[src/rtl/ams_pkg.sv]
// Constants, field layout and encodings of the operating-mode sequencer
package ams_pkg;
   // Register selection carried in the communications byte
   localparam logic [3:0] REG_MODE_ADDR = 4'h1;
   localparam int COMMS_RD_BIT = 6;
   // Operating-mode register layout and reset value
   localparam logic [7:0] MODE_RESET = 8'h00;
   localparam int BIT_RSVD_HI = 7;
   localparam int BIT_BUF_BYPASS = 6;
   localparam int BIT_RSVD_LO = 5;
   localparam int BIT_CHAN_PAIR = 4;
   localparam int BIT_OSC_SHUT = 3;
   localparam int MODE_FIELD_HI = 2;
   // Mode field encodings
   typedef enum logic [2:0] {
      MD_PWRDN  = 3'h0,
      MD_IDLE   = 3'h1,
      MD_SINGLE = 3'h2,
      MD_CONT   = 3'h3,
      MD_ZS_INT = 3'h4,
      MD_FS_INT = 3'h5,
      MD_ZS_SYS = 3'h6,
      MD_FS_SYS = 3'h7
   } ams_mode_t;
   // Serial framing state, Gray along comms -> write data only; comms -> read data flips both bits
   typedef enum logic [1:0] {
      SER_COMMS = 2'h0,
      SER_WDATA = 2'h1,
      SER_RDATA = 2'h3
   } ams_ser_t;
   localparam logic [2:0] BIT_CNT_LAST = 3'h7;
   localparam logic [2:0] BIT_CNT_ZERO = 3'h0;
   // Oscillator start-up time after standby
   localparam int CLK_HZ = 50_000_000;
   localparam int OSC_START_MS = 300;
   localparam int OSC_START_CYC = OSC_START_MS * (CLK_HZ / 1000);
   localparam int OSC_CNT_W = 24;
endpackage

[src/rtl/ams_mode_seq.sv]
// Operating-mode register, serial access and mode sequencer of the converter pair
module ams_mode_seq #(
   parameter int STARTUP_CYCLES = ams_pkg::OSC_START_CYC
) (
   input wire logic clk_in,
   input wire logic rst_n_in,
   input wire logic sclk_in,
   input wire logic sdin_in,
   input wire logic cs_n_in,
   input wire logic main_enable_in,
   input wire logic aux_enable_in,
   input wire logic main_done_in,
   input wire logic aux_done_in,
   output logic sdout_out,
   output logic sdout_oe_n_out,
   output logic [7:0] mode_reg_out,
   output logic buffer_bypass_out,
   output logic main_pseudo_diff_out,
   output logic aux_pair34_allowed_out,
   output logic osc_run_out,
   output logic osc_ready_out,
   output logic pll_on_out,
   output logic excitation_on_out,
   output logic modulator_reset_out,
   output logic adc_reset_out,
   output logic main_power_out,
   output logic aux_power_out,
   output logic main_run_out,
   output logic aux_run_out,
   output logic continuous_out,
   output logic input_short_out,
   output logic ref_to_input_out,
   output logic system_cal_out,
   output logic cal_full_scale_out,
   output logic main_result_ready_out,
   output logic aux_result_ready_out,
   output logic cal_done_out
);
   localparam logic [ams_pkg::OSC_CNT_W-1:0] OSC_LOAD = ams_pkg::OSC_CNT_W'(STARTUP_CYCLES);
   localparam logic [ams_pkg::OSC_CNT_W-1:0] OSC_CNT_ZERO = '0;

   logic [2:0] sync1_r;
   logic [2:0] sync2_r;
   logic [2:0] sync3_r;
   logic sclk_s;
   logic sdin_s;
   logic cs_n_s;
   logic sclk_rise;
   logic sclk_fall;
   ams_pkg::ams_ser_t ser_r;
   logic [2:0] bit_cnt_r;
   logic [7:0] shift_r;
   logic [7:0] tx_r;
   logic [7:0] byte_nxt;
   logic byte_done;
   logic mode_wr;
   logic [7:0] mode_r;
   logic [7:0] mode_nxt;
   ams_pkg::ams_mode_t md;
   logic start_wr;
   logic once_op;
   logic finish;
   logic [1:0] pend_r;
   logic [1:0] pend_live;
   logic main_hit;
   logic aux_hit;
   logic osc_run_r;
   logic osc_run_nxt;
   logic [ams_pkg::OSC_CNT_W-1:0] osc_cnt_r;
   logic osc_ready;

   // Decodes mode values that start a conversion or calibration
   function automatic logic is_start(input logic [2:0] m);
      is_start = (m >= ams_pkg::MD_SINGLE);
   endfunction

   // Decodes mode values that end by themselves and fall back to idle
   function automatic logic is_once(input logic [2:0] m);
      is_once = (m == ams_pkg::MD_SINGLE) || m[2];
   endfunction

   // Pins come from the host's domain: two flops before any use, third for edges
   always_ff @(posedge clk_in) begin
      if (!rst_n_in) begin
         sync1_r <= 3'h7;
         sync2_r <= 3'h7;
         sync3_r <= 3'h7;
      end else begin
         sync1_r <= {cs_n_in, sdin_in, sclk_in};
         sync2_r <= sync1_r;
         sync3_r <= sync2_r;
      end
   end

   assign sclk_s = sync2_r[0];
   assign sdin_s = sync2_r[1];
   assign cs_n_s = sync2_r[2];
   assign sclk_rise = sclk_s & ~sync3_r[0] & ~cs_n_s;
   assign sclk_fall = ~sclk_s & sync3_r[0] & ~cs_n_s;
   // Incoming bits enter at the bottom, so the first bit ends up as bit seven
   assign byte_nxt = {shift_r[6:0], sdin_s};
   assign byte_done = sclk_rise && (bit_cnt_r == ams_pkg::BIT_CNT_LAST);
   assign mode_wr = byte_done && (ser_r == ams_pkg::SER_WDATA);

   // Serial framing: a comms byte picks the next register and direction
   always_ff @(posedge clk_in) begin
      if (!rst_n_in || cs_n_s) begin
         ser_r <= ams_pkg::SER_COMMS;
         bit_cnt_r <= ams_pkg::BIT_CNT_ZERO;
         shift_r <= 8'h00;
      end else if (sclk_rise) begin
         shift_r <= byte_nxt;
         bit_cnt_r <= bit_cnt_r + 3'h1;
         if (byte_done) begin
            case (ser_r)
               ams_pkg::SER_COMMS: begin
                  // Other register addresses belong to neighbouring blocks
                  if (byte_nxt[3:0] != ams_pkg::REG_MODE_ADDR) begin
                     ser_r <= ams_pkg::SER_COMMS;
                  end else if (byte_nxt[ams_pkg::COMMS_RD_BIT]) begin
                     ser_r <= ams_pkg::SER_RDATA;
                  end else begin
                     ser_r <= ams_pkg::SER_WDATA;
                  end
               end
               default: ser_r <= ams_pkg::SER_COMMS;
            endcase
         end
      end
   end

   // Read-back shifter: bit seven first, later bits change on falling edges
   always_ff @(posedge clk_in) begin
      if (!rst_n_in) begin
         tx_r <= 8'h00;
         sdout_out <= 1'b0;
         sdout_oe_n_out <= 1'b1;
      end else if (cs_n_s) begin
         sdout_oe_n_out <= 1'b1;
      end else if (byte_done && ser_r == ams_pkg::SER_COMMS) begin
         tx_r <= {mode_r[6:0], 1'b0};
         sdout_out <= mode_r[7];
         sdout_oe_n_out <= !(byte_nxt[ams_pkg::COMMS_RD_BIT] &&
                             byte_nxt[3:0] == ams_pkg::REG_MODE_ADDR);
      end else if (ser_r == ams_pkg::SER_RDATA) begin
         if (sclk_fall && bit_cnt_r != ams_pkg::BIT_CNT_ZERO) begin
            sdout_out <= tx_r[7];
            tx_r <= {tx_r[6:0], 1'b0};
         end
      end else begin
         sdout_oe_n_out <= 1'b1;
      end
   end

   // Reserved bits are forced to zero whatever the host sends
   always_comb begin
      mode_nxt = byte_nxt;
      mode_nxt[ams_pkg::BIT_RSVD_HI] = 1'b0;
      mode_nxt[ams_pkg::BIT_RSVD_LO] = 1'b0;
   end

   assign md = ams_pkg::ams_mode_t'(mode_r[ams_pkg::MODE_FIELD_HI:0]);
   assign start_wr = mode_wr && is_start(mode_nxt[2:0]);
   assign once_op = is_once(mode_r[2:0]);
   // Disabled converters are not waited for, so an op with none enabled ends at once
   assign pend_live = pend_r & {aux_enable_in, main_enable_in};
   assign finish = once_op && (pend_live == 2'h0) && !mode_wr;
   assign main_hit = main_done_in && main_run_out;
   assign aux_hit = aux_done_in && aux_run_out;

   // Mode register: host write wins over the automatic return to idle
   always_ff @(posedge clk_in) begin
      if (!rst_n_in) begin
         mode_r <= ams_pkg::MODE_RESET;
      end else if (mode_wr) begin
         mode_r <= mode_nxt;
      end else if (finish) begin
         mode_r[2:0] <= ams_pkg::MD_IDLE;
      end
   end

   // Converters still owing a result for the current single op
   always_ff @(posedge clk_in) begin
      if (!rst_n_in) begin
         pend_r <= 2'h0;
      end else if (start_wr) begin
         pend_r <= {aux_enable_in, main_enable_in};
      end else begin
         pend_r <= pend_r & ~{aux_hit, main_hit};
      end
   end

   // Ready flags: a new result beats the clearing write; the calibration flag cannot be set in a write cycle
   always_ff @(posedge clk_in) begin
      if (!rst_n_in) begin
         main_result_ready_out <= 1'b0;
         aux_result_ready_out <= 1'b0;
         cal_done_out <= 1'b0;
      end else begin
         main_result_ready_out <= (main_result_ready_out && !start_wr) || main_hit;
         aux_result_ready_out <= (aux_result_ready_out && !start_wr) || aux_hit;
         cal_done_out <= (cal_done_out && !start_wr) || (finish && mode_r[2]);
      end
   end

   // Oscillator stops only in power-down with shutdown chosen
   assign osc_run_nxt = !(md == ams_pkg::MD_PWRDN && mode_r[ams_pkg::BIT_OSC_SHUT]);
   assign osc_ready = osc_run_r && (osc_cnt_r == OSC_CNT_ZERO);

   // Start-up wait is armed only by a real restart, never when the crystal kept running
   always_ff @(posedge clk_in) begin
      if (!rst_n_in) begin
         osc_run_r <= 1'b1;
         osc_cnt_r <= OSC_CNT_ZERO;
      end else begin
         osc_run_r <= osc_run_nxt;
         if (!osc_run_r && osc_run_nxt) begin
            osc_cnt_r <= OSC_LOAD;
         end else if (osc_cnt_r != OSC_CNT_ZERO) begin
            osc_cnt_r <= osc_cnt_r - 1'b1;
         end
      end
   end

   // Analog controls, all registered so the pins never glitch
   always_ff @(posedge clk_in) begin
      if (!rst_n_in) begin
         mode_reg_out <= ams_pkg::MODE_RESET;
         buffer_bypass_out <= 1'b0;
         main_pseudo_diff_out <= 1'b0;
         aux_pair34_allowed_out <= 1'b1;
         osc_run_out <= 1'b1;
         osc_ready_out <= 1'b0;
         pll_on_out <= 1'b0;
         excitation_on_out <= 1'b0;
         modulator_reset_out <= 1'b1;
         adc_reset_out <= 1'b0;
         main_power_out <= 1'b0;
         aux_power_out <= 1'b0;
         main_run_out <= 1'b0;
         aux_run_out <= 1'b0;
         continuous_out <= 1'b0;
         input_short_out <= 1'b0;
         ref_to_input_out <= 1'b0;
         system_cal_out <= 1'b0;
         cal_full_scale_out <= 1'b0;
      end else begin
         mode_reg_out <= mode_r;
         buffer_bypass_out <= mode_r[ams_pkg::BIT_BUF_BYPASS];
         main_pseudo_diff_out <= mode_r[ams_pkg::BIT_CHAN_PAIR];
         aux_pair34_allowed_out <= !mode_r[ams_pkg::BIT_CHAN_PAIR];
         osc_run_out <= osc_run_r;
         osc_ready_out <= osc_ready;
         pll_on_out <= (md != ams_pkg::MD_PWRDN);
         excitation_on_out <= (md != ams_pkg::MD_PWRDN);
         modulator_reset_out <= !is_start(mode_r[2:0]) || !osc_ready;
         adc_reset_out <= mode_wr;
         main_power_out <= main_enable_in && md != ams_pkg::MD_PWRDN;
         aux_power_out <= aux_enable_in && md != ams_pkg::MD_PWRDN;
         // A write in flight kills the run for one cycle so both converters restart
         main_run_out <= main_enable_in && is_start(mode_r[2:0]) && osc_ready &&
                         !mode_wr && (pend_r[0] || md == ams_pkg::MD_CONT);
         aux_run_out <= aux_enable_in && is_start(mode_r[2:0]) && osc_ready &&
                        !mode_wr && (pend_r[1] || md == ams_pkg::MD_CONT);
         continuous_out <= (md == ams_pkg::MD_CONT);
         input_short_out <= (md == ams_pkg::MD_ZS_INT);
         ref_to_input_out <= (md == ams_pkg::MD_FS_INT);
         system_cal_out <= (md == ams_pkg::MD_ZS_SYS) || (md == ams_pkg::MD_FS_SYS);
         cal_full_scale_out <= (md == ams_pkg::MD_FS_INT) || (md == ams_pkg::MD_FS_SYS);
      end
   end
endmodule

[config.mk]
export PLATFORM = sky130hd
export DESIGN_NAME = ams_mode_seq
export DESIGN_NICKNAME = d
export VERILOG_FILES = /design/src/rtl/ams_pkg.sv /design/src/rtl/ams_mode_seq.sv
export SDC_FILE = /design/constraint.sdc
export NUM_CORES = 1
export LEC_CHECK = 0
export BUFFER_PORTS_ARGS = -buffer_cell sky130_fd_sc_hd__buf_2
export CAP_MARGIN = 20
export CORE_MARGIN = 3
export CORE_UTILIZATION = 55
export CTS_CLUSTER_SIZE = 14
export DETAILED_ROUTE_END_ITERATION = 10
export PLACE_DENSITY = 0.73
export SLEW_MARGIN = 30
export SYNTH_ARGS = -nofsm -noshare
export SYNTH_HDL_FRONTEND = slang
export SYNTH_SLANG_ARGS = --single-unit
[constraint.sdc]
create_clock -name clk_in -period 4.1 [get_ports clk_in]
set_clock_uncertainty 0.15 [all_clocks]
set_input_delay 0.41 -clock clk_in [delete_from_list [all_inputs] [get_ports clk_in]]
set_output_delay 0.41 -clock clk_in [all_outputs]
set_load 0.1 [all_outputs]
[Word level (Yosys, flattened, before mapping)]
Cells that the tools add are included.
Word-level totals
  register bits: 87
  bits of input ports: 9
  logic and storage cells: 140
Cells by class
  add/subtract/negate cells: 2
  $lt $le $gt $ge: 2
  equal/unequal tests: 12
  mux-type cells: 16
  bitwise operators: 11
  reduce and logical (&&, ||, !) cells: 61
Operators by type and width (count)
  $mux 24: 2
  $logic_and 1x1->1: 27
  $logic_not 24->1: 1
  $mux 8: 3
  $reduce_bool 24->1: 1
  $sub 24x1->24 const B: 1
  $eq 3x3->1 const B: 5
  $logic_or 1x1->1: 10
  $logic_not 1->1: 9
  $mux 2: 4
  $reduce_bool 2->1: 4
  $eq 3x2->1 const B: 2
  $ge 3x2->1 const B: 2
  $mux 3: 2
  $reduce_bool 3->1: 2
  $mux 1: 5
  $and 1x1->1: 4
  $and 2x2->2: 2
  $eq 4x1->1 const B: 1
  $logic_not 2->1: 2
  $ne 4x1->1 const B: 1
  $not 1->1: 4
  $reduce_or 2->1: 2
  $add 3x1->3 const B: 1
  other kinds (7): 7

[Depth between registers and ports, before layout]
Gate-level depths: netlist of the first run.
  depth in word-level cells: 9
  gate-level depth with buffers: 9

[Worst setup path after synthesis of the first run]
Ideal clock, no wire load.
  path type: register to register
  start point: register osc_cnt_r[0] (netlist name)
  end point: register osc_cnt_r[9] (netlist name)
  library setup time: 128 ps
  data arrival time: 2176 ps
  data required time: 3822 ps
  slack: 1646 ps
  cell stages (with the launch flop): 10
  clock period less this slack: 2454 ps
  cell sequence: dfxtp_1 > inv_1 > ha_1 > or4b_1 > or4_1 > buf_2 > buf_2 > o211ai_1 > xor2_1 > nor2_1
Between the ends
  cells in the longest elaborated chain, start to end: 1
  elaborated cells on any way between the ends: 2
Ends and longest elaborated chain
  from (decl): RTL line ams_mode_seq.sv:69  | logic [ams_pkg::OSC_CNT_W-1:0] osc_cnt_r;
  from (signal assigned): RTL line ams_mode_seq.sv:220  | osc_cnt_r <= osc_cnt_r - 1'b1;
  $sub 24x1->24 or $reduce_bool 24->1 (tied branches): RTL line ams_mode_seq.sv:220, ams_mode_seq.sv:219
Several ways; a longest one is shown, not always the timed one.
A chain may end at the register's enable or synchronous reset.

[Final worst setup path of the first run]
  start point: register osc_cnt_r[0] (netlist name)
  end point: register osc_cnt_r[8] (netlist name)
Between the ends
  cells in the longest elaborated chain, start to end: 3
  elaborated cells on any way between the ends: 5
Ends and longest elaborated chain
  $sub 24x1->24: RTL line ams_mode_seq.sv:220
  $mux 24: RTL line ams_mode_seq.sv:219  | end else if (osc_cnt_r != OSC_CNT_ZERO) begin
  $mux 24: RTL line ams_mode_seq.sv:217  | if (!osc_run_r && osc_run_nxt) begin
Several ways; a longest one is shown, not always the timed one. The select of a mux whose other input is x is not followed.

==> results of run 1 <==
## layout make-up
| cell class | instances | area, µm² |
|---|---|---|
| inverter | 15 | 56.3 |
| sequential | 84 | 1680 |
| timing repair buffer | 39 | 200 |
| tap | 72 | 90.1 |
| fill | 489 | 1970 |
| multi-input combinational | 251 | 1530 |
| clock inverter | 4 | 48.8 |
| clock buffer | 11 | 131 |
## logic make-up (layout without fill, tap and decap cells)
family | after synthesis | after routing | share of synthesized area
AOI/OAI and AO/OA | 71 | 71 | 0.140
xor gates and xnor gates | 16 | 16 | 0.0415
adders and majority gates | 5 | 5 | 0.0185
buffers and inverters | 37 | 69 | 0.0497
DFF | 84 | 84 | 0.498
muxes | 6 | 6 | 0.0182
other | 1 | 2 | 0.00111
and+or+nand+nor | 151 | 151 | 0.233
## routing by layer
metal,vias up,GRT usage,share of wire
met5,-,0,0
met4,0,0.0906,0.025
met3,18,0.0373,0.038
met2,60,0.297,0.45
met1,1213,0.244,0.48
li1,1323,-,-
## cells in the final DEF (no fill, tap or decap), types with 3 or more instances in the layout
master	instances
nand2_1	47
clkbuf_8	9
nor2b_1	5
dfxtp_1	84
ha_1	5
inv_1	15
a21boi_0	7
and2_1	7
o21a_1	9
xor2_1	5
nor4_1	5
nand3_1	6
or3_1	4
and3_1	3
buf_2	37
nand2b_1	12
xnor2_1	11
nor3_1	12
or4_1	5
nand4_1	4
o21ai_0	12
o31a_1	3
nor2_1	26
mux2i_1	5
a21oi_1	20
## synth_stat cells (6+ instances only)
cell type and number:
dfxtp_1 84, nand2_1 47, nor2_1 26, a21oi_1 20, inv_1 15, clkbuf_1 13
nand2b_1 12, nor3_1 12, o21ai_0 12, xnor2_1 11, o21a_1 9, a21boi_0 7
and2_1 7, nand3_1 6
## final timing paths
kind	start	endpoint	slack, ns
max reg2reg	osc_cnt_r[0]	osc_cnt_r[8]	1.33
max	osc_cnt_r[0]	osc_cnt_r[8]	1.33
min reg2reg	sync1_r[0]	sync2_r[0]	0.25
min	sdin_in	sync1_r[1]	0.09
## power by group through the flow
stage / Clock [mW] / Sequential (mW) / Combinational, mW
after floorplan: 0 / 1.02 / 0.718
after global routing: 0.601 / 1.03 / 0.939
final: 0.557 / 1.01 / 0.850
after global placement: 0 / 1.02 / 0.821
after detailed placement: 0 / 1.03 / 0.834
after CTS: 0.570 / 1.01 / 0.847
## registers in the layout (all words and copies together) (netlist names), 2 cells and up
name / cells
osc_cnt_r: 24
tx_r: 7
mode_r: 6
shift_r: 6
mode_reg_out: 5
bit_cnt_r: 3
sync1_r: 3
sync2_r: 3
pend_r: 2
ser_r: 2
==> impl_results.md, run 1 <==
* VDD IR max at ~0.00034 V
* Combinational share of power at 0.352
* Placed Area at roughly 3600 µm²
* Critical Path Fanout Max at 15
* Hold Path Cell Cnt at 2
* CTS H-tree lvls at 3
* CTS Hold Bufs at 0
* Crit path time final at ~2.8 ns
* Dpl cells at between 400 and 500
* Number of global-route vias before repair at ~2500
* Initial detailed-routing violation count at roughly 190
* Slew at the pin with the worst max-slew slack at between 0.8 and 0.9 ns
* Die Height at roughly 84 µm
* Final worst slack at roughly 1.3 ns
* Core Region at about 5700 µm²
* Number of synthesis warnings at 0
* Insertion delay to the later sink of the worst-skew pair at 0.35 ns
* Clk sink count at between 80 and 90
* Vias at 2614
* WL/cell at ~13 µm
* Reg power frac at 0.418
* Most used DFF post-synth: dfxtp_1
* Maxcap violations at 0
* Drt drc at 0
* Pwr Density at around 650 nW/µm²
* Post-synth EDFFs at 0
* Slowest cell on crit path: or4_1
* Final WL at 6250 µm
* Max clock buf depth at 2
* Final instance area at 3740 µm²
* Global Route Usage Sum at 0.187
* Syn_area_per_cell at between 9 and 10 µm²
* Largest net degree at the start of global routing at between 40 and 50
* Num rows at 27
* Overflow after GRT at 0
* Share of cells above drive strength 1 at 0.156
* Post-CTS Setup Repair Bufs at 0
* Total power at 2.42 mW
* First-pass GRT wire length at between 10000 and 15000 µm
* Worst hold margin at between 0.09 and 0.1 ns
* Root Buffer: clkbuf_8
* Routed Antenna Nets at 0
* Fin nets at roughly 410
* Detailed Place HPWL at around 4300 µm
* Area growth, synth to finish at 10.7%
* Sw Pwr at 0.872 mW
* Reg2reg path depth at 7
* Max-slew headroom at 0.428
* Max incr delay on CP at 0.76 ns
* Min-Delay Path Class: input port to register
* Fin cells at ~480
* Via density per instance at around 5.5
* Critical-path cell list: inv_1, ha_1, or4b_1, or4_1, o21bai_2, nor4_1, o31a_1
* CTS clock-pin slew for the worst setup and hold paths at approximately 0.080 ns
* Critical path depth at 7
* Register bit count reported by yosys at 84
* Max Clock Freq at 0.361 GHz
* Leakage at around 1.5 nW
* Synth Instances at approximately 370
* DIE WIDTH at roughly 84 µm
* I/O Pins at 40
* CTS resizes at 0
* Antenna cells at 0
* CP endpoint kind: register
* Die area at about 7000 µm²
* Status: completed
* Post-layout util at 0.655
* RSZ-0062 raised after global routing: false
* Delay-heaviest family, CP: simple AND/OR/NAND/NOR gates
* Asr flop ratio synth at 0
* Fin crit share at 0.676
* Place WS at about 1.4 ns
* Buf/Inv on CP at 1
* Crit start category: register
* Post-synth cell types at 57
* Fin. max-slew vios at 0
* Worst EP required at 4.20 ns
* Setup TNS at 0 ns
* Critical path class: register to register
* Post-synth top area share at 0.498
* Initial antenna violation count at 0
* Final setup fails at 0
* Drt pass-1 iters at 4
* GP Congestion at ~0.84
* Register area share after synthesis at 0.498
* Sw Share at 0.361
* Post-synth top area cell: dfxtp_1
* Final hold viol count at 0
* CTS tree: done
* Synth Cell Area at 3380 µm²
* Num CTS Buffers at 9
* Clock power frac at 0.230
* Initial Util at 0.591
* Number of port buffers at 37
* Synth area leaders: dfxtp_1 (50%), nand2_1 (5.2%), a21oi_1 (3.0%)
* WP data arrival at 2.87 ns
* Int Power at roughly 1.5 mW
Note: power is estimated with default switching activity, not from simulation.
==> run 2, diff against run 1 <==
Clock period 4.1 ns to 2.72 ns, I/O delays scaled along.
==> run 2 against run 1 <==
  * Sequential cell count stayed put
  * Wire length is 5.4% higher
  * Global-route usage is 0.74 points higher
  * Total power is 57% higher
  * Setup slack worse by 1.2 ns
  * First-iteration DRC count is 7.0% higher
  * Combinational power is 60% higher
  * Critical path type unchanged
==> impl_results.md, run 2 (same netlist as run 1, synthesis figures left out) <==
* Status: completed
* Core Region at 5710 µm² (unchanged)
* First-pass GRT wire length at 11200 µm (+1.4%)
* Drt drc at 0 (unchanged)
* Fin cells at 484 (+1.7%)
* Via density per instance at 5.42 (-1.3%)
* CTS tree: done
* GP Congestion at 0.957 (+14%)
* Die area at 7110 µm² (unchanged)
* Vias at 2623 (+0.34%)
* Insertion delay to the later sink of the worst-skew pair at 0.36 ns (about the same)
* Final worst slack at 0.142 ns (-1.19 ns)
* Pwr Density at 992 nW/µm² (+54%)
* Share of cells above drive strength 1 at 0.167 (+0.0115)
* CP endpoint kind: register
* Commonest non-fill, non-tap cell in the layout: dfxtp_1
* Clk sink count at 84 (unchanged)
* Number of port buffers at 37 (unchanged)
* Global Route Usage Sum at 0.194 (+0.00742)
* Leakage at 1.57 nW (+2.6%)
* Most frequent cells in the layout: dfxtp_1 (84), nand2_1 (47), buf_2 (37)
* Biggest regs: osc_cnt_r (24), tx_r (7)
* Fin. max-slew vios at 0 (unchanged)
* CTS H-tree lvls at 3 (unchanged)
* Initial antenna violation count at 0 (unchanged)
* Worst EP required at 2.80 ns (-1.40 ns)
* I/O Pins at 40 (unchanged)
* Setup TNS at 0 ns (unchanged)
* WL/cell at 13.6 µm (+3.7%)
* Biggest register: osc_cnt_r
* Met3 Track Usage GR at 0.0540 (+0.0167)
* Max-slew headroom at 0.470 (+0.0423)
* Root Buffer: clkbuf_8
* Maxcap violations at 0 (unchanged)
* CTS clock-pin slew for the worst setup and hold paths at 0.08 ns (about the same)
* Max clock buf depth at 2 (unchanged)
* Grt peak-use layer: met2
* Largest net degree at the start of global routing at 26 (-45%)
* Critical Path Fanout Max at 8 (-7)
* Final hold viol count at 0 (unchanged)
* Fin nets at 421 (+1.7%)
* Routed Antenna Nets at 0 (unchanged)
* Max Clock Freq at 0.388 GHz (+7.5%)
* Placed Area at 3590 µm² (+0.84%)
* DIE WIDTH at 84.3 µm (unchanged)
* Num CTS Buffers at 9 (unchanged)
* Critical path class: register to register
* Slew at the pin with the worst max-slew slack at 0.795 ns (-0.0634 ns)
* GR Layer Usage met1 at 0.252 (+0.00816)
* Initial Util at 0.591 (unchanged)
* Min-Delay Path Class: input port to register
* Number of global-route vias before repair at 2476 (+0.98%)
* Area growth, synth to finish at 13.6%
* Overflow after GRT at 0 (unchanged)
* Crit start category: register
* Final setup fails at 0 (unchanged)
* Detailed Place HPWL at 4570 µm (+5.4%)
* Die Height at 84.3 µm (unchanged)
* Drt pass-1 iters at 4 (unchanged)
* Final instance area at 3830 µm² (+2.5%)
* RSZ-0062 raised after global routing: false
* Worst hold margin at 0.00930 ns (-0.0846 ns)
* Place WS at 0.132 ns (-1.25 ns)
* Crit path time final at 2.58 ns (-0.193 ns)
* WP data arrival at 2.66 ns (-0.21 ns)
* Antenna cells at 0 (unchanged)
* Largest register FFs at 24 (unchanged)
* GR Layer Usage met2 at 0.304 (+0.00717)
* Fin crit share at 0.948 (+0.272)
* Post-CTS Setup Repair Bufs at 0 (unchanged)
* Initial detailed-routing violation count at 199 (+7.0%)
* Num rows at 27 (unchanged)
* VDD IR max at 0.000616 V (+79%)
* Dpl cells at 465 (+0.87%)
* Final WL at 6590 µm (+5.4%)
==> run 2: path summary, 6_finish.rpt <==
kind	from	endpoint	slack (ns)	cells past startpoint
worst max-delay path	osc_cnt_r[0]	osc_cnt_r[9]	0.14	8
worst min-delay path	aux_enable_in	aux_power_out	0.009	2
worst max register to register	osc_cnt_r[0]	osc_cnt_r[9]	0.14	8
worst min register to register	sync1_r[1]	sync2_r[1]	0.26	1
==> run 2: cell type report <==
class / instances / area (µm²)
fillers: 475 / 1880
well taps: 72 / 90.1
clock buffers: 12 / 155
clock inverters: 4 / 55.1
inverters: 15 / 56.3
flip-flops and latches: 84 / 1680
multi-input cells: 251 / 1540
repair buffers: 46 / 260
==> run 2: metrics by stage <==
step / util / power, mW
6_report: 0.671 / 3.80
5_1_grt: 0.671 / 4.06
4_1_cts: 0.671 / 3.80
3_5_place_dp: 0.629 / 2.86
3_3_place_gp: 0.629 / 2.85
2_1_floorplan: - / 2.62
==> run 2: where the power goes <==
group | switching, mW | total (mW) | internal, mW
registers | 0.144 | 1.52 | 1.38
clock network | 0.442 | 0.921 | 0.479
logic | 0.772 | 1.36 | 0.589
==> run 2: worst max-delay path, stage by stage, from the launching register on <==
cell and delay [ns]:
dfxtp_1 0.32, inv_1 0.10, ha_1 0.18, or4b_1 0.51
or4_1 0.59, buf_4 0.21, o211ai_1 0.18, xor2_1 0.16
nor2_1 0.05
==> run 2: metal layers <==
metal	vias to the layer above	wire length (µm)
met2	43	3150
met5	-	0
met4	0	97
met1	1233	3060
met3	9	278
li1	1338	-
==> run 2: repair_timing <==
item / in CTS / in global routing
endpoints found under the setup margin: 0 / 4
resized for setup: 0 / 1
hold endpoints to repair: 3 / 0
hold buffers: 3 / 0
==> run 3, diff against run 2 <==
Settings changed: CTS_BUF_LIST set to sky130_fd_sc_hd__clkbuf_2 sky130_fd_sc_hd__clkbuf_4 sky130_fd_sc_hd__clkbuf_8.
==> run 3 against run 2 <==
  * Global-route usage unchanged
  * Critical endpoint unchanged
  * Wire length down 0.35%
  * Die area unchanged
  * Hold slack about the same
  * Clock power up 1%
  * Highest routed layer unchanged
  * Non-clock buffer count unchanged
  * Register-to-register slack about the same
  * Critical path depth unchanged
  * Cell count unchanged
  * Combinational power about the same
  * Largest power group unchanged
==> impl_results.md, run 3 (same netlist as run 1, synthesis figures left out) <==
* CTS tree: done
* Routed Antenna Nets at 0 (unchanged)
* Initial antenna violation count at 0 (unchanged)
* Int Power at 2.46 mW (+0.41%)
* Delay-heaviest family, CP: simple AND/OR/NAND/NOR gates
* Reg power frac at 0.399 (about the same)
* Sw Pwr at 1.35 mW (-0.30%)
* Clock power frac at 0.244 (+0.002)
* VDD IR max at 0.000616 V (about the same)
* Global Route Usage Sum at 0.194 (unchanged)
* Clk sink count at 84 (unchanged)
* Fillers at 477 (+0.42%)
* Flop2flop setup slack at 0.14 ns (about the same)
* Critical Path Fanout Max at 8 (unchanged)
* Drt pass-1 iters at 4 (unchanged)
* Leakage at 1.57 nW (+0.22%)
* Worst r2r src: osc_cnt_r[0]
* RSZ-0062 raised after global routing: false
* Final WL at 6570 µm (-0.35%)
* Fin. max-slew vios at 0 (unchanged)
* Reg2reg path depth at 8 (unchanged)
* Final hold viol count at 0 (unchanged)
* Critical path class: register to register
* Largest register FFs at 24 (unchanged)
* Min-Delay Path Class: input port to register
* Fin cells at 484 (unchanged)
* Largest net degree at the start of global routing at 26 (unchanged)
* Status: completed
* Crit path time final at 2.58 ns (+0.000604 ns)
* Dpl cells at 465 (unchanged)
* Detailed Place HPWL at 4570 µm (unchanged)
* Max incr delay on CP at 0.59 ns (about the same)
* Biggest register: osc_cnt_r
* Root Buffer: clkbuf_8
* Max Clock Freq at 0.388 GHz (about the same)
* Setup crit end: osc_cnt_r[9]
* First-pass GRT wire length at 11200 µm (about the same)
* Initial Util at 0.591 (unchanged)
* Insertion delay to the later sink of the worst-skew pair at 0.36 ns (about the same)
* Crit start category: register
* Post-layout util at 0.672 (about the same)
* Commonest non-fill, non-tap cell in the layout: dfxtp_1
* Maxcap violations at 0 (unchanged)
* Slew at the pin with the worst max-slew slack at 0.794 ns (-0.000597 ns)
* Hold Path Cell Cnt at 2 (unchanged)
* Critical path depth at 8 (unchanged)
* CTS clock-pin slew for the worst setup and hold paths at 0.08 ns (about the same)
* Via density per instance at 5.41 (-0.19%)
* Number of port buffers at 37 (unchanged)
* Final setup fails at 0 (unchanged)
* Combinational share of power at 0.357 (about the same)
* Worst hold margin at 0.00948 ns (+0.000180 ns)
* DIE WIDTH at 84.3 µm (unchanged)
* Most frequent cells in the layout: dfxtp_1 (84), nand2_1 (47), buf_2 (37)
* Sw Share at 0.355 (-0.00164)
* Share of cells above drive strength 1 at 0.170 (+0.00243)
* GP Congestion at 0.957 (unchanged)
* Max-slew headroom at 0.470 (about the same)
* Initial detailed-routing violation count at 195 (-2.0%)
* Pwr Density at 993 nW/µm² (about the same)
* Num CTS Buffers at 9 (unchanged)
* FF+latch area at 1680 µm² (unchanged)
* Reg-to-reg critical path endpoint: osc_cnt_r[9]
* Final instance area at 3840 µm² (about the same)
* Die Height at 84.3 µm (unchanged)
* Biggest regs: osc_cnt_r (24), tx_r (7)
* Placed Area at 3590 µm² (unchanged)
* Slowest cell on crit path: or4_1
* Number of global-route vias before repair at 2478 (+0.081%)
* Vias at 2618 (-0.19%)
* Num rows at 27 (unchanged)
* Worst Setup SP: osc_cnt_r[0]
* CTS H-tree lvls at 3 (unchanged)
* Fin crit share at 0.948 (about the same)
* Buf/Inv on CP at 2 (unchanged)
* Worst EP required at 2.80 ns (about the same)
* Core Region at 5710 µm² (unchanged)
* Max clock buf depth at 2 (unchanged)
* Fin nets at 421 (unchanged)
* Critical-path cell list: inv_1, ha_1, or4b_1, or4_1, buf_4, o211ai_1, xor2_1, nor2_1
* Post-CTS Setup Repair Bufs at 0 (unchanged)
* CP endpoint kind: register
* Die area at 7110 µm² (unchanged)
* WP data arrival at 2.66 ns (about the same)
* I/O Pins at 40 (unchanged)
* Setup TNS at 0 ns (unchanged)
* Antenna cells at 0 (unchanged)
* Overflow after GRT at 0 (unchanged)
* WL/cell at 13.6 µm (-0.35%)
* Drt drc at 0 (unchanged)
* Multi-input logic area at 1540 µm² (unchanged)
* Area growth, synth to finish at 13.7% (about the same)
## run 3: cell types whose count changed in the layout (fill, tap and decap cells not counted)
cell      before  now
clkbuf_1       1    0
clkbuf_4       0    1
## run 3: worst register-to-register path, stage by stage (launching register included)
cell and delay, ns:
dfxtp_1 0.32, inv_1 0.10, ha_1 0.18, or4b_1 0.51, or4_1 0.59, buf_4 0.21
o211ai_1 0.18, xor2_1 0.16, nor2_1 0.05
## run 3: what timing repair did
item	in CTS	in global routing
setup endpoints to repair	0	4
resized for setup	0	1
hold buffers	3	0
hold endpoints to repair	3	0
## run 3: layout make-up
type                       count  area share
clock inverter                 4      0.0143
timing repair buffer          46      0.0678
tap                           72      0.0235
inverter                      15      0.0147
sequential                    84       0.438
multi-input combinational    251       0.400
clock buffer                  12      0.0414
## run 3: power groups by stage
stage          sequential, mW  clock, mW  combinational [mW]
2_1_floorplan            1.54          0                1.08
5_1_grt                  1.54       1.00                1.54
4_1_cts                  1.52      0.955                1.34
6_report                 1.52      0.930                1.36
3_5_place_dp             1.54          0                1.32
3_3_place_gp             1.54          0                1.31
## run 3: worst min path at each step
| stage | startpoint | end | slack (ns) |
|---|---|---|---|
| 2_1_floorplan | sclk_in | sync1_r[0] | 0.22 |
| 3_3_place_gp | sync1_r[0] | sync2_r[0] | 0.24 |
| 3_5_place_dp | sync1_r[0] | sync2_r[0] | 0.24 |
| 4_1_cts | aux_enable_in | aux_power_out | 0.00003 |
| 5_1_grt | aux_enable_in | aux_power_out | 0.01 |
| 6_report | aux_enable_in | aux_power_out | 0.009 |
## run 3: per-layer routing
layer | vias to the layer above | wire (µm) | part of all wire | global-route usage
li1 | 1336 | - | - | -
met5 | - | 0 | 0 | 0
met4 | 0 | 97 | 0.015 | 0.0849
met1 | 1231 | 3030 | 0.46 | 0.252
met2 | 42 | 3160 | 0.48 | 0.304
met3 | 9 | 274 | 0.042 | 0.0540
## run 3: through the flow
step	setup slack, ns	power, mW
finish	0.141	3.81
global route	0.0241	4.07
CTS	0.115	3.81
detailed placement	0.132	2.86
global placement	0.181	2.85
floorplan	0.266	2.62
